### config.mk
export PLATFORM = sky130hd
export DESIGN_NAME = otp_boot_loader_sequencer
export DESIGN_NICKNAME = d
export VERILOG_FILES = /design/src/hw/boot_pkg.sv /design/src/hw/otp_boot_loader_sequencer.sv
export SDC_FILE = /design/constraint.sdc
export NUM_CORES = 1
export LEC_CHECK = 0
export ABC_AREA = 0
export BUFFER_PORTS_ARGS = -buffer_cell sky130_fd_sc_hd__buf_4
export CAP_MARGIN = 5
export CORE_MARGIN = 4
export CORE_UTILIZATION = 33
export DETAILED_ROUTE_END_ITERATION = 8
export SETUP_SLACK_MARGIN = 0.3
export SYNTH_ARGS = -nofsm -noshare
export SYNTH_HDL_FRONTEND = slang
export SYNTH_SLANG_ARGS = --single-unit
### constraint.sdc
create_clock -name clk_i -period 6.45 [get_ports clk_i]
set_input_delay 1.29 -clock clk_i [delete_from_list [all_inputs] [get_ports clk_i]]
set_output_delay 1.29 -clock clk_i [all_outputs]
set_load 0.02 [all_outputs]
### src/hw/boot_pkg.sv
// Constants, types and register map shared by the OTP boot sequencer.
// Function
// Copy OTP loads, then run at 0x0000.
// Boot takes 2 ms plus 3.6 ms/kB.
// Factory-only boot ends under 2 ms.
// Power-on reset is the only external reset.
// Reset halts CPU, resets registers, ports, timers.
// Port latches reset to 0xFF, open-drain.
// Leaving reset: clear PC, internal oscillator, boot.
// No data memory survives a reset.
// Read factory config first, pick path by level.
// Program level readable as 3-bit field.
// Power cycle, wake or debug reset starts boot.
// Write config into registers and boot block.
// Factory level waits for a run request flag.
// User level copies user region, then waits.
// Run level jumps to 0x0000, debug off; the code turns debug on while retest_i is high.
// Run level refuses programming and debug; the code still opens debug while retest_i is high.
// OTP mapped virtually at 0xE000..0xFFFF, no direct reads.
// Last 64 OTP bytes never user load.
// Boot copies only the user region.
// Skip flag: no user load, debug on, wait.
// Autorun bit never returns to zero.
// User level with autorun: debug on, run immediately.
// Run request releases CPU at address zero.
package boot_pkg;
  localparam int CLK_MHZ = 125;
  localparam int BOOT_FIXED_US = 2000;
  localparam int USER_PER_KB_US = 3600;
  localparam int KB_BYTES = 1024;
  // ---------------------------------------------------------------
  // cycle counts
  // ---------------------------------------------------------------
  localparam int BOOT_LIMIT_CYC = BOOT_FIXED_US * CLK_MHZ;
  // boot_done lands one cycle after the count ends; stop two short to stay under 2 ms
  localparam int FIXED_CYC_DEF = BOOT_LIMIT_CYC - 2;
  localparam int BYTE_PACE_CYC = (USER_PER_KB_US * CLK_MHZ) / KB_BYTES;
  localparam int PACE_W = $clog2(BYTE_PACE_CYC);
  // ---------------------------------------------------------------
  // OTP and RAM layout
  // ---------------------------------------------------------------
  localparam int OTP_AW = 13;
  localparam int OTP_SIZE = 8192;
  localparam int OTP_RSVD_BYTES = 64;
  localparam logic [15:0] OTP_USER_LIMIT = 16'(OTP_SIZE - OTP_RSVD_BYTES);
  localparam logic [15:0] OTP_VIRT_BASE = 16'hE000;
  localparam logic [15:0] OTP_VIRT_END = 16'hFFFF;
  localparam int RAM_AW = 13;
  localparam logic [RAM_AW-1:0] BOOT_BLK_BASE = 13'h11F3;
  localparam logic [15:0] RUN_ADDR = 16'h0000;
  localparam logic [7:0] PORT_RESET_VAL = 8'hFF;
  // factory config byte positions at the start of the OTP
  localparam int CFG_BYTES = 7;
  localparam logic [2:0] CFG_LEVEL = 3'h0;
  localparam logic [2:0] CFG_PROT = 3'h1;
  localparam logic [2:0] CFG_UBEG_HI = 3'h2;
  localparam logic [2:0] CFG_UBEG_LO = 3'h3;
  localparam logic [2:0] CFG_ULEN_HI = 3'h4;
  localparam logic [2:0] CFG_ULEN_LO = 3'h5;
  localparam logic [2:0] CFG_INTERNAL_DATA_RAM_LEN = 3'h6;
  localparam int PROT_AUTORUN_BIT = 0;
  localparam logic [2:0] LVL_FACTORY = 3'h1;
  localparam logic [2:0] LVL_USER = 3'h3;
  localparam logic [2:0] LVL_RUN = 3'h7;
  // ---------------------------------------------------------------
  // register map
  // ---------------------------------------------------------------
  localparam int WB_AW = 8;
  localparam logic [WB_AW-1:0] REG_PROT_LEVEL = 8'h00;
  localparam logic [WB_AW-1:0] REG_BOOT_FLAGS = 8'h04;
  localparam logic [WB_AW-1:0] REG_BOOT_STATUS = 8'h08;
  localparam logic [WB_AW-1:0] REG_USER_INFO = 8'h0C;
  localparam int FLG_RUN_POR = 0;
  localparam int FLG_RUN_SYS = 1;
  localparam int FLG_SKIP = 2;
  localparam int FLG_DONE = 8;
  localparam int FLG_WAIT = 9;
  localparam int PROT_AUTORUN_POS = 3;
  localparam int PROT_DEBUG_POS = 4;
  localparam int PROT_PROG_POS = 5;

  typedef enum logic [3:0] {
    S_RESET = 4'h0,
    S_CFG_RD = 4'h1,
    S_CFG_WAIT = 4'h2,
    S_FIXED = 4'h3,
    S_USER_RD = 4'h4,
    S_USER_WAIT = 4'h5,
    S_PACE = 4'h6,
    S_WAIT_RUN = 4'h7,
    S_RUN = 4'h8
  } state_e;

  typedef struct packed {
    logic rd;
    logic [OTP_AW-1:0] addr;
  } otp_req_s;

  typedef struct packed {
    logic we;
    logic internal_data_ram;
    logic [RAM_AW-1:0] addr;
    logic [7:0] data;
  } ram_wr_s;
endpackage

### src/hw/otp_boot_loader_sequencer.sv
// Boot sequencer: loads OTP configuration and user image into RAM, then releases the CPU.
//
// Design decisions made here: the address map and register access over Wishbone.
`timescale 1ns/1ps
module otp_boot_loader_sequencer #(
  parameter int FIXED_CYCLES = boot_pkg::FIXED_CYC_DEF
) (
  input wire logic clk_i,
  input wire logic rst_i,
  input wire logic wake_i,
  input wire logic dbg_reset_i,
  input wire logic retest_i,
  input wire logic [7:0] otp_rdata_i,
  input wire logic otp_ack_i,
  output boot_pkg::otp_req_s otp_req_o,
  output boot_pkg::ram_wr_s ram_wr_o,
  output logic cpu_run_o,
  output logic [15:0] cpu_pc_o,
  output logic periph_rst_o,
  output logic [7:0] port_latch_o,
  output logic port_od_o,
  output logic osc_int_sel_o,
  output logic debug_en_o,
  output logic prog_allow_o,
  input wire logic [boot_pkg::WB_AW-1:0] wb_adr_i,
  input wire logic [31:0] wb_dat_i,
  input wire logic [3:0] wb_sel_i,
  input wire logic wb_we_i,
  input wire logic wb_cyc_i,
  input wire logic wb_stb_i,
  output logic [31:0] wb_dat_o,
  output logic wb_ack_o
);
  import boot_pkg::*;
  localparam int FCW = $clog2(FIXED_CYCLES + 1);
  localparam int BCW = $clog2(BOOT_LIMIT_CYC + 2);
  function automatic logic lvl_loads(input logic [2:0] l);
    return (l == LVL_USER) || (l == LVL_RUN);
  endfunction
  function automatic logic lvl_run(input logic [2:0] l);
    return l == LVL_RUN;
  endfunction
  state_e state;
  state_e next_state;
  state_e after_load;
  logic [2:0] pin_meta;
  logic [2:0] pin_sync;
  logic [2:0] pin_prev;
  logic [2:0] cfg_idx;
  logic [2:0] level;
  logic autorun;
  logic [15:0] ubeg;
  logic [15:0] ulen;
  logic [7:0] internal_data_ram_len;
  logic [15:0] copied;
  logic [FCW-1:0] fixed_cnt;
  logic [PACE_W-1:0] pace_cnt;
  logic [BCW-1:0] boot_cyc;
  logic run_por;
  logic run_sys;
  logic skip;
  logic [31:0] flags_word;
  logic [31:0] prot_word;
  // ---------------------------------------------------------------
  // pin synchronisers and boot triggers
  // ---------------------------------------------------------------
  always_ff @(posedge clk_i)
  begin
    if (rst_i)
    begin
      pin_meta <= 3'h0;
      pin_sync <= 3'h0;
      pin_prev <= 3'h0;
    end
    else
    begin
      pin_meta <= {retest_i, dbg_reset_i, wake_i};
      pin_sync <= pin_meta;
      pin_prev <= pin_sync;
    end
  end
  // a wake from shutdown restores supply, so it acts as a power-on reset
  wire wake_rise = pin_sync[0] & ~pin_prev[0];
  wire dbg_rise = pin_sync[1] & ~pin_prev[1];
  wire retest_s = pin_sync[2];
  wire restart = wake_rise | dbg_rise;
  // ---------------------------------------------------------------
  // decode
  // ---------------------------------------------------------------
  wire cfg_take = (state == S_CFG_WAIT) && otp_ack_i;
  wire user_take = (state == S_USER_WAIT) && otp_ack_i;
  wire cfg_last = cfg_idx == 3'(CFG_BYTES - 1);
  wire fixed_done = fixed_cnt == FCW'(FIXED_CYCLES);
  wire pace_last = pace_cnt == PACE_W'(BYTE_PACE_CYC - 1);
  wire boot_done = (state == S_WAIT_RUN) || (state == S_RUN);
  // the reserved tail of the OTP is never part of the image
  wire [15:0] user_room = (ubeg < OTP_USER_LIMIT) ? OTP_USER_LIMIT - ubeg : 16'h0000;
  wire [15:0] ulen_eff = (ulen > user_room) ? user_room : ulen;
  wire copy_more = copied < ulen_eff;
  wire [15:0] user_sum = ubeg + copied;
  wire to_internal_data_ram = copied < {8'h00, internal_data_ram_len};
  wire [15:0] uram_off = copied - {8'h00, internal_data_ram_len};
  wire [RAM_AW-1:0] cfg_ram_addr = BOOT_BLK_BASE + {{(RAM_AW-3){1'b0}}, cfg_idx};
  wire [RAM_AW-1:0] user_ram_addr = to_internal_data_ram ? {{(RAM_AW-8){1'b0}}, copied[7:0]} : uram_off[RAM_AW-1:0];
  // skip is not honoured on a run part, otherwise it would reopen debug
  wire skip_load = skip && !lvl_run(level);
  wire debug_allow = !lvl_run(level) || retest_s;
  wire wb_req = wb_cyc_i && wb_stb_i && !wb_ack_o;
  wire wr_flags = wb_req && wb_we_i && wb_sel_i[0] && (wb_adr_i == REG_BOOT_FLAGS);
  // software set of a run request beats the boot-start clear
  wire next_run_por = wr_flags ? wb_dat_i[FLG_RUN_POR] : (restart ? 1'b0 : run_por);
  wire next_run_sys = wr_flags ? wb_dat_i[FLG_RUN_SYS] : (restart ? 1'b0 : run_sys);
  wire next_skip = wr_flags ? wb_dat_i[FLG_SKIP] : (wake_rise ? 1'b0 : skip);
  assign after_load = (lvl_run(level) || ((level == LVL_USER) && autorun)) ? S_RUN : S_WAIT_RUN;
  // ---------------------------------------------------------------
  // boot sequence
  // ---------------------------------------------------------------
  always_comb
  begin
    next_state = state;
    unique case (state)
      S_RESET: next_state = S_CFG_RD;
      S_CFG_RD: next_state = S_CFG_WAIT;
      S_CFG_WAIT:
      begin
        if (otp_ack_i)
          next_state = cfg_last ? S_FIXED : S_CFG_RD;
      end
      S_FIXED:
      begin
        if (fixed_done)
        begin
          if (!lvl_loads(level) || skip_load)
            next_state = S_WAIT_RUN;
          else if (copy_more)
            next_state = S_USER_RD;
          else
            next_state = after_load;
        end
      end
      S_USER_RD: next_state = S_USER_WAIT;
      S_USER_WAIT:
      begin
        if (otp_ack_i)
          next_state = S_PACE;
      end
      S_PACE:
      begin
        if (pace_last)
          next_state = copy_more ? S_USER_RD : after_load;
      end
      S_WAIT_RUN:
      begin
        if (run_por || run_sys)
          next_state = S_RUN;
      end
      S_RUN: next_state = S_RUN;
      default: next_state = S_RESET;
    endcase
  end
  always_ff @(posedge clk_i)
  begin
    if (rst_i || restart)
      state <= S_RESET;
    else
      state <= next_state;
  end
  // fixed part of the boot time runs from the start of boot, in parallel with config reads
  always_ff @(posedge clk_i)
  begin
    if (state == S_RESET)
    begin
      fixed_cnt <= '0;
      boot_cyc <= '0;
    end
    else
    begin
      if (!fixed_done)
        fixed_cnt <= fixed_cnt + 1'b1;
      if (boot_cyc != BCW'(BOOT_LIMIT_CYC + 1))
        boot_cyc <= boot_cyc + 1'b1;
    end
  end
  always_ff @(posedge clk_i)
  begin
    if (state != S_PACE)
      pace_cnt <= '0;
    else
      pace_cnt <= pace_cnt + 1'b1;
  end
  // ---------------------------------------------------------------
  // configuration capture
  // ---------------------------------------------------------------
  always_ff @(posedge clk_i)
  begin
    if (rst_i)
      autorun <= 1'b0;
    else if (cfg_take && (cfg_idx == CFG_PROT) && otp_rdata_i[PROT_AUTORUN_BIT])
      autorun <= 1'b1;
  end
  // every boot rebuilds its state from the OTP; only autorun, and skip on a debug reset, are kept from before
  always_ff @(posedge clk_i)
  begin
    if (state == S_RESET)
    begin
      cfg_idx <= 3'h0;
      level <= 3'h0;
      ubeg <= 16'h0000;
      ulen <= 16'h0000;
      internal_data_ram_len <= 8'h00;
      copied <= 16'h0000;
    end
    else
    begin
      if (cfg_take)
      begin
        cfg_idx <= cfg_idx + 1'b1;
        case (cfg_idx)
          CFG_LEVEL: level <= otp_rdata_i[2:0];
          CFG_UBEG_HI: ubeg[15:8] <= otp_rdata_i;
          CFG_UBEG_LO: ubeg[7:0] <= otp_rdata_i;
          CFG_ULEN_HI: ulen[15:8] <= otp_rdata_i;
          CFG_ULEN_LO: ulen[7:0] <= otp_rdata_i;
          CFG_INTERNAL_DATA_RAM_LEN: internal_data_ram_len <= otp_rdata_i;
          default: ;
        endcase
      end
      if (user_take)
        copied <= copied + 1'b1;
    end
  end
  // ---------------------------------------------------------------
  // OTP reads and RAM writes
  // ---------------------------------------------------------------
  // the OTP is only read here, never through a CPU path
  always_ff @(posedge clk_i)
  begin
    if (rst_i || restart)
    begin
      otp_req_o <= '0;
      ram_wr_o <= '0;
    end
    else
    begin
      otp_req_o.rd <= (next_state == S_CFG_WAIT) || (next_state == S_USER_WAIT);
      if (state == S_CFG_RD)
        otp_req_o.addr <= {{(OTP_AW-3){1'b0}}, cfg_idx};
      else if (state == S_USER_RD)
        otp_req_o.addr <= user_sum[OTP_AW-1:0];
      ram_wr_o.we <= cfg_take || user_take;
      ram_wr_o.internal_data_ram <= user_take && to_internal_data_ram;
      ram_wr_o.addr <= cfg_take ? cfg_ram_addr : user_ram_addr;
      ram_wr_o.data <= otp_rdata_i;
    end
  end
  // ---------------------------------------------------------------
  // CPU, ports and debug control
  // ---------------------------------------------------------------
  always_ff @(posedge clk_i)
  begin
    if (rst_i)
    begin
      cpu_run_o <= 1'b0;
      cpu_pc_o <= RUN_ADDR;
      periph_rst_o <= 1'b1;
      port_latch_o <= PORT_RESET_VAL;
      port_od_o <= 1'b1;
      osc_int_sel_o <= 1'b1;
      debug_en_o <= 1'b0;
      prog_allow_o <= 1'b0;
    end
    else
    begin
      // pc, port and clock-select flops simply keep their reset values
      cpu_run_o <= !restart && (next_state == S_RUN);
      periph_rst_o <= restart || (next_state == S_RESET);
      debug_en_o <= !restart && boot_done && debug_allow;
      prog_allow_o <= !restart && boot_done && !lvl_run(level);
    end
  end
  // ---------------------------------------------------------------
  // register bus
  // ---------------------------------------------------------------
  always_ff @(posedge clk_i)
  begin
    if (rst_i)
    begin
      run_por <= 1'b0;
      run_sys <= 1'b0;
      skip <= 1'b0;
    end
    else
    begin
      run_por <= next_run_por;
      run_sys <= next_run_sys;
      skip <= next_skip;
    end
  end
  always_comb
  begin
    flags_word = 32'h0000_0000;
    flags_word[FLG_RUN_POR] = run_por;
    flags_word[FLG_RUN_SYS] = run_sys;
    flags_word[FLG_SKIP] = skip;
    flags_word[FLG_DONE] = boot_done;
    flags_word[FLG_WAIT] = state == S_WAIT_RUN;
    prot_word = 32'h0000_0000;
    prot_word[2:0] = level;
    prot_word[PROT_AUTORUN_POS] = autorun;
    prot_word[PROT_DEBUG_POS] = debug_en_o;
    prot_word[PROT_PROG_POS] = prog_allow_o;
  end
  wire [31:0] rd_mux = (wb_adr_i == REG_PROT_LEVEL) ? prot_word :
                       (wb_adr_i == REG_BOOT_FLAGS) ? flags_word :
                       (wb_adr_i == REG_BOOT_STATUS) ? {copied, 12'h000, state} :
                       (wb_adr_i == REG_USER_INFO) ? {ubeg, ulen} : 32'h0000_0000;
  always_ff @(posedge clk_i)
  begin
    if (rst_i)
    begin
      wb_ack_o <= 1'b0;
      wb_dat_o <= 32'h0000_0000;
    end
    else
    begin
      wb_ack_o <= wb_req;
      if (wb_req)
        wb_dat_o <= rd_mux;
    end
  end
endmodule

==> reports/results.tsv <==
metric	value	unit
result of the run	finished clean	
Max stage delay cell, worst path	sky130_fd_sc_hd__a2111oi_4	
library cell with the largest summed area after synthesis	sky130_fd_sc_hd__dfxtp_1	
vias in the first global route	7719	
maximum root-to-sink buffer count	2	
setup repair after global routing missed its margin	no	
Max VDD drop	0.169	mV
largest net degree at the start of global routing	81	
crit start category	register	
final critical-path share of the clock period	84.9	%
prevailing post-synth register cell	sky130_fd_sc_hd__dfxtp_1	
WP buf/inv	1	
fraction of final layout cells with drive strength greater than 1	14.3	%
synthesized flop and latch total	179	
die outline area	31800	um^2
Post-Syn Instances	1154	
routed length on met2	12.7	mm
nets@finish	1352	
y dimension of the die	178	um
clock tree root buffer cell	sky130_fd_sc_hd__clkbuf_16	
number of unique standard cell types used by synthesis	68	
area share of the largest cell type after synthesis	37.5	%
# IOs	161	
routed length on met3	1.26	mm
share of synthesized area occupied by flip-flops and latches	37.5	%
GRT Resource Usage Total	16.3	%
EDFF count, synth	0	
Max Cap Viol	0	
normalized max-slew margin	34.1	%
total congestion overflow	0	
aggregate routed wire length	25.9	mm
Setup violations, final	0	
Tightest Pin Transition	0.986	ns
via/cell ratio	5.09	
CP Class	register to register	
vias post-DR	8257	
highest cell delay on the worst timing path	0.62	ns
highest routed metal layer	met4	
sort of element at the end of the critical path	register	
cell area power density	210	nW/um^2
Lkg Pwr	4.48	nW
number of violations reported at the end of detailed-routing iteration 0	474	
layout-stage area growth over the synthesis result	16.6	%
H-tree levels	4	
number of antenna violations at the first check in global routing	0	
Antenna Nets Post-Route	0	
Worst Reg2Reg Path Length in Cells	21	
setup bufs post-CTS	0	
final worst hold slack	0.436	ns
routability cong.	0.859	
ant diodes	0	
routed len/inst	16.0	um
peak clock frequency supported by timing	0.183	GHz
horizontal extent of the die	178	um
endpoints failing hold	0	
share of flip-flops with an asynchronous set or reset	0	%
crit-path cells	or3_1, nor3_1, nand2b_1, and3_1, o21ai_0, ha_1, a21oi_1, nor2_1, a311o_1, a2111oi_4, buf_4, o21ai_0, o31a_1, ha_1, nand4_1, or2_2, nor2_1, nand2_1, o31ai_2, a211oi_2, and3_1	
Required @ worst endpoint	6.77	ns
max-slew violation total from the final report	0	
worst path setup slack after routing	0.972	ns
setup TNS after final layout	0	ns
core region area	28600	um^2
clock latency reported for the late side of the worst-skew pair	0.43	ns
WL met1	11.4	mm
total DRC errors in the routed layout	0	
initial standard-cell utilization of the core	33.4	%
first-pass GRT wire length	41.0	mm
cell depth of the worst hold path	1	
highest fanout seen on the critical path	16	
clock tree from TritonCTS	yes	
type of the tightest min-delay check	register to register	
mean instance size in the synthesized netlist	8.29	um^2
Sink Count	179	
worst setup slack after placement	1.01	ns
cells resized by post-CTS repair	0	
drt first pass iters	5	
setup skew after layout	0.00995	ns
total CTS buffers	17	
Hold-fix buffers, CTS	0	
data arrival time at the worst-slack endpoint	5.80	ns
row count	62	
cells taking the most area after synthesis	sky130_fd_sc_hd__dfxtp_1, sky130_fd_sc_hd__ha_1, sky130_fd_sc_hd__nor2_1	
dpl cell area	10600	um^2
final critical delay including setup and external delays	5.48	ns
cell family with most CP delay	compound AO/OA/AOI/OAI gates	
total number of yosys warnings	0	
number of input and output port buffers inserted	102	
final cell area excluding filler cells	11200	um^2
estimated wirelength of the detail-placed design	19.1	mm
instance count on the critical path	21	
synthesized cell area	9570	um^2
clock-pin slew on the worst setup and hold paths	0.07	ns
==> per-stage QoR <==
| step | cells | total power [W] | util [%] |
|---|---|---|---|
| floorplan | 1181 | 0.00126 | - |
| global placement | 1591 | 0.00131 | 36.9 |
| detailed placement | 1591 | 0.00131 | 36.9 |
| CTS | 1623 | 0.00237 | 39.0 |
| global route | 1623 | 0.00242 | 39.0 |
| finish | 1623 | 0.00234 | 39.0 |
==> cell families after synthesis <==
family	Yosys count	synth area share, %
AOI/OAI and AO/OA	245	16.6
xor gates and xnor gates	55	5.03
adders and majority gates	65	8.66
buffers and inverters	123	6.03
DFF	179	37.5
muxes	35	3.88
other	2	0.0785
and+or+nand+nor	450	22.3
==> final timing paths <==
| check | startpoint | slack [ns] | end |
|---|---|---|---|
| setup / recovery | ubeg[0] | 0.97 | otp_req_o[13] |
| hold / removal | pin_meta[0] | 0.44 | pin_sync[0] |
| setup reg to reg | ubeg[0] | 0.97 | otp_req_o[13] |
| hold reg to reg | pin_meta[0] | 0.44 | pin_sync[0] |
==> synth_stat cells (26+ instances only) <==
| cell | n |
|---|---|
| sky130_fd_sc_hd__a21oi_1 | 84 |
| sky130_fd_sc_hd__a22oi_1 | 27 |
| sky130_fd_sc_hd__buf_4 | 26 |
| sky130_fd_sc_hd__clkbuf_1 | 47 |
| sky130_fd_sc_hd__dfxtp_1 | 179 |
| sky130_fd_sc_hd__ha_1 | 63 |
| sky130_fd_sc_hd__inv_1 | 37 |
| sky130_fd_sc_hd__nand2_1 | 112 |
| sky130_fd_sc_hd__nand3_1 | 55 |
| sky130_fd_sc_hd__nor2_1 | 138 |
| sky130_fd_sc_hd__o21ai_0 | 51 |
| sky130_fd_sc_hd__xnor2_1 | 28 |
| sky130_fd_sc_hd__xor2_1 | 27 |
==> cells in the final DEF, fill, tap and decap left out, types with 13 or more instances in the layout <==
cell | netlist | routed
sky130_fd_sc_hd__clkbuf_16 | 0 | 17
sky130_fd_sc_hd__nor2b_1 | 21 | 21
sky130_fd_sc_hd__xnor2_1 | 28 | 28
sky130_fd_sc_hd__mux2i_1 | 18 | 18
sky130_fd_sc_hd__inv_1 | 37 | 37
sky130_fd_sc_hd__ha_1 | 63 | 63
sky130_fd_sc_hd__nand3_1 | 55 | 55
sky130_fd_sc_hd__nor3_1 | 23 | 23
sky130_fd_sc_hd__o21ai_0 | 51 | 51
sky130_fd_sc_hd__and2_1 | 13 | 13
sky130_fd_sc_hd__mux2_2 | 17 | 17
sky130_fd_sc_hd__a21oi_1 | 84 | 84
sky130_fd_sc_hd__conb_1 | 2 | 29
sky130_fd_sc_hd__buf_4 | 26 | 111
sky130_fd_sc_hd__a22oi_1 | 27 | 27
sky130_fd_sc_hd__dfxtp_1 | 179 | 179
sky130_fd_sc_hd__nand2_1 | 112 | 112
sky130_fd_sc_hd__xor2_1 | 27 | 27
sky130_fd_sc_hd__and3_1 | 20 | 20
sky130_fd_sc_hd__nor2_1 | 138 | 138
==> per-layer routing <==
metal	vias to the layer above	track usage, %
li1	4148	-
met1	3884	21.0
met2	190	27.7
met3	35	2.78
met4	0	5.31
met5	-	0
==> layout make-up <==
type | instances | area [um^2]
Inverter | 38 | 143
Clock inverter | 13 | 150
Sequential cell | 179 | 3580
Timing Repair Buffer | 111 | 833
Clock buffer | 19 | 443
Tap cell | 384 | 480
Multi-Input combinational cell | 879 | 5520
Fill cell | 2904 | 17500
==> power by group <==
part / total (W) / internal (W) / switching [W]
sequential: 0.00113 / 0.00112 / 0.0000117
clock: 0.00106 / 0.000587 / 0.000474
combinational: 0.000152 / 0.0000436 / 0.000108
total: 0.00234 / 0.00175 / 0.000594
==> registers in the layout, summed over array words and instances (netlist names), 8 cells and up <==
register               flops
fixed_cnt                 18
ubeg                      16
pace_cnt                   9
ram_wr_o                  23
wb_dat_o                  32
ulen                      16
internal_data_ram_len      8
copied                    16
otp_req_o                 14
(Power assumes the default switching activity.)
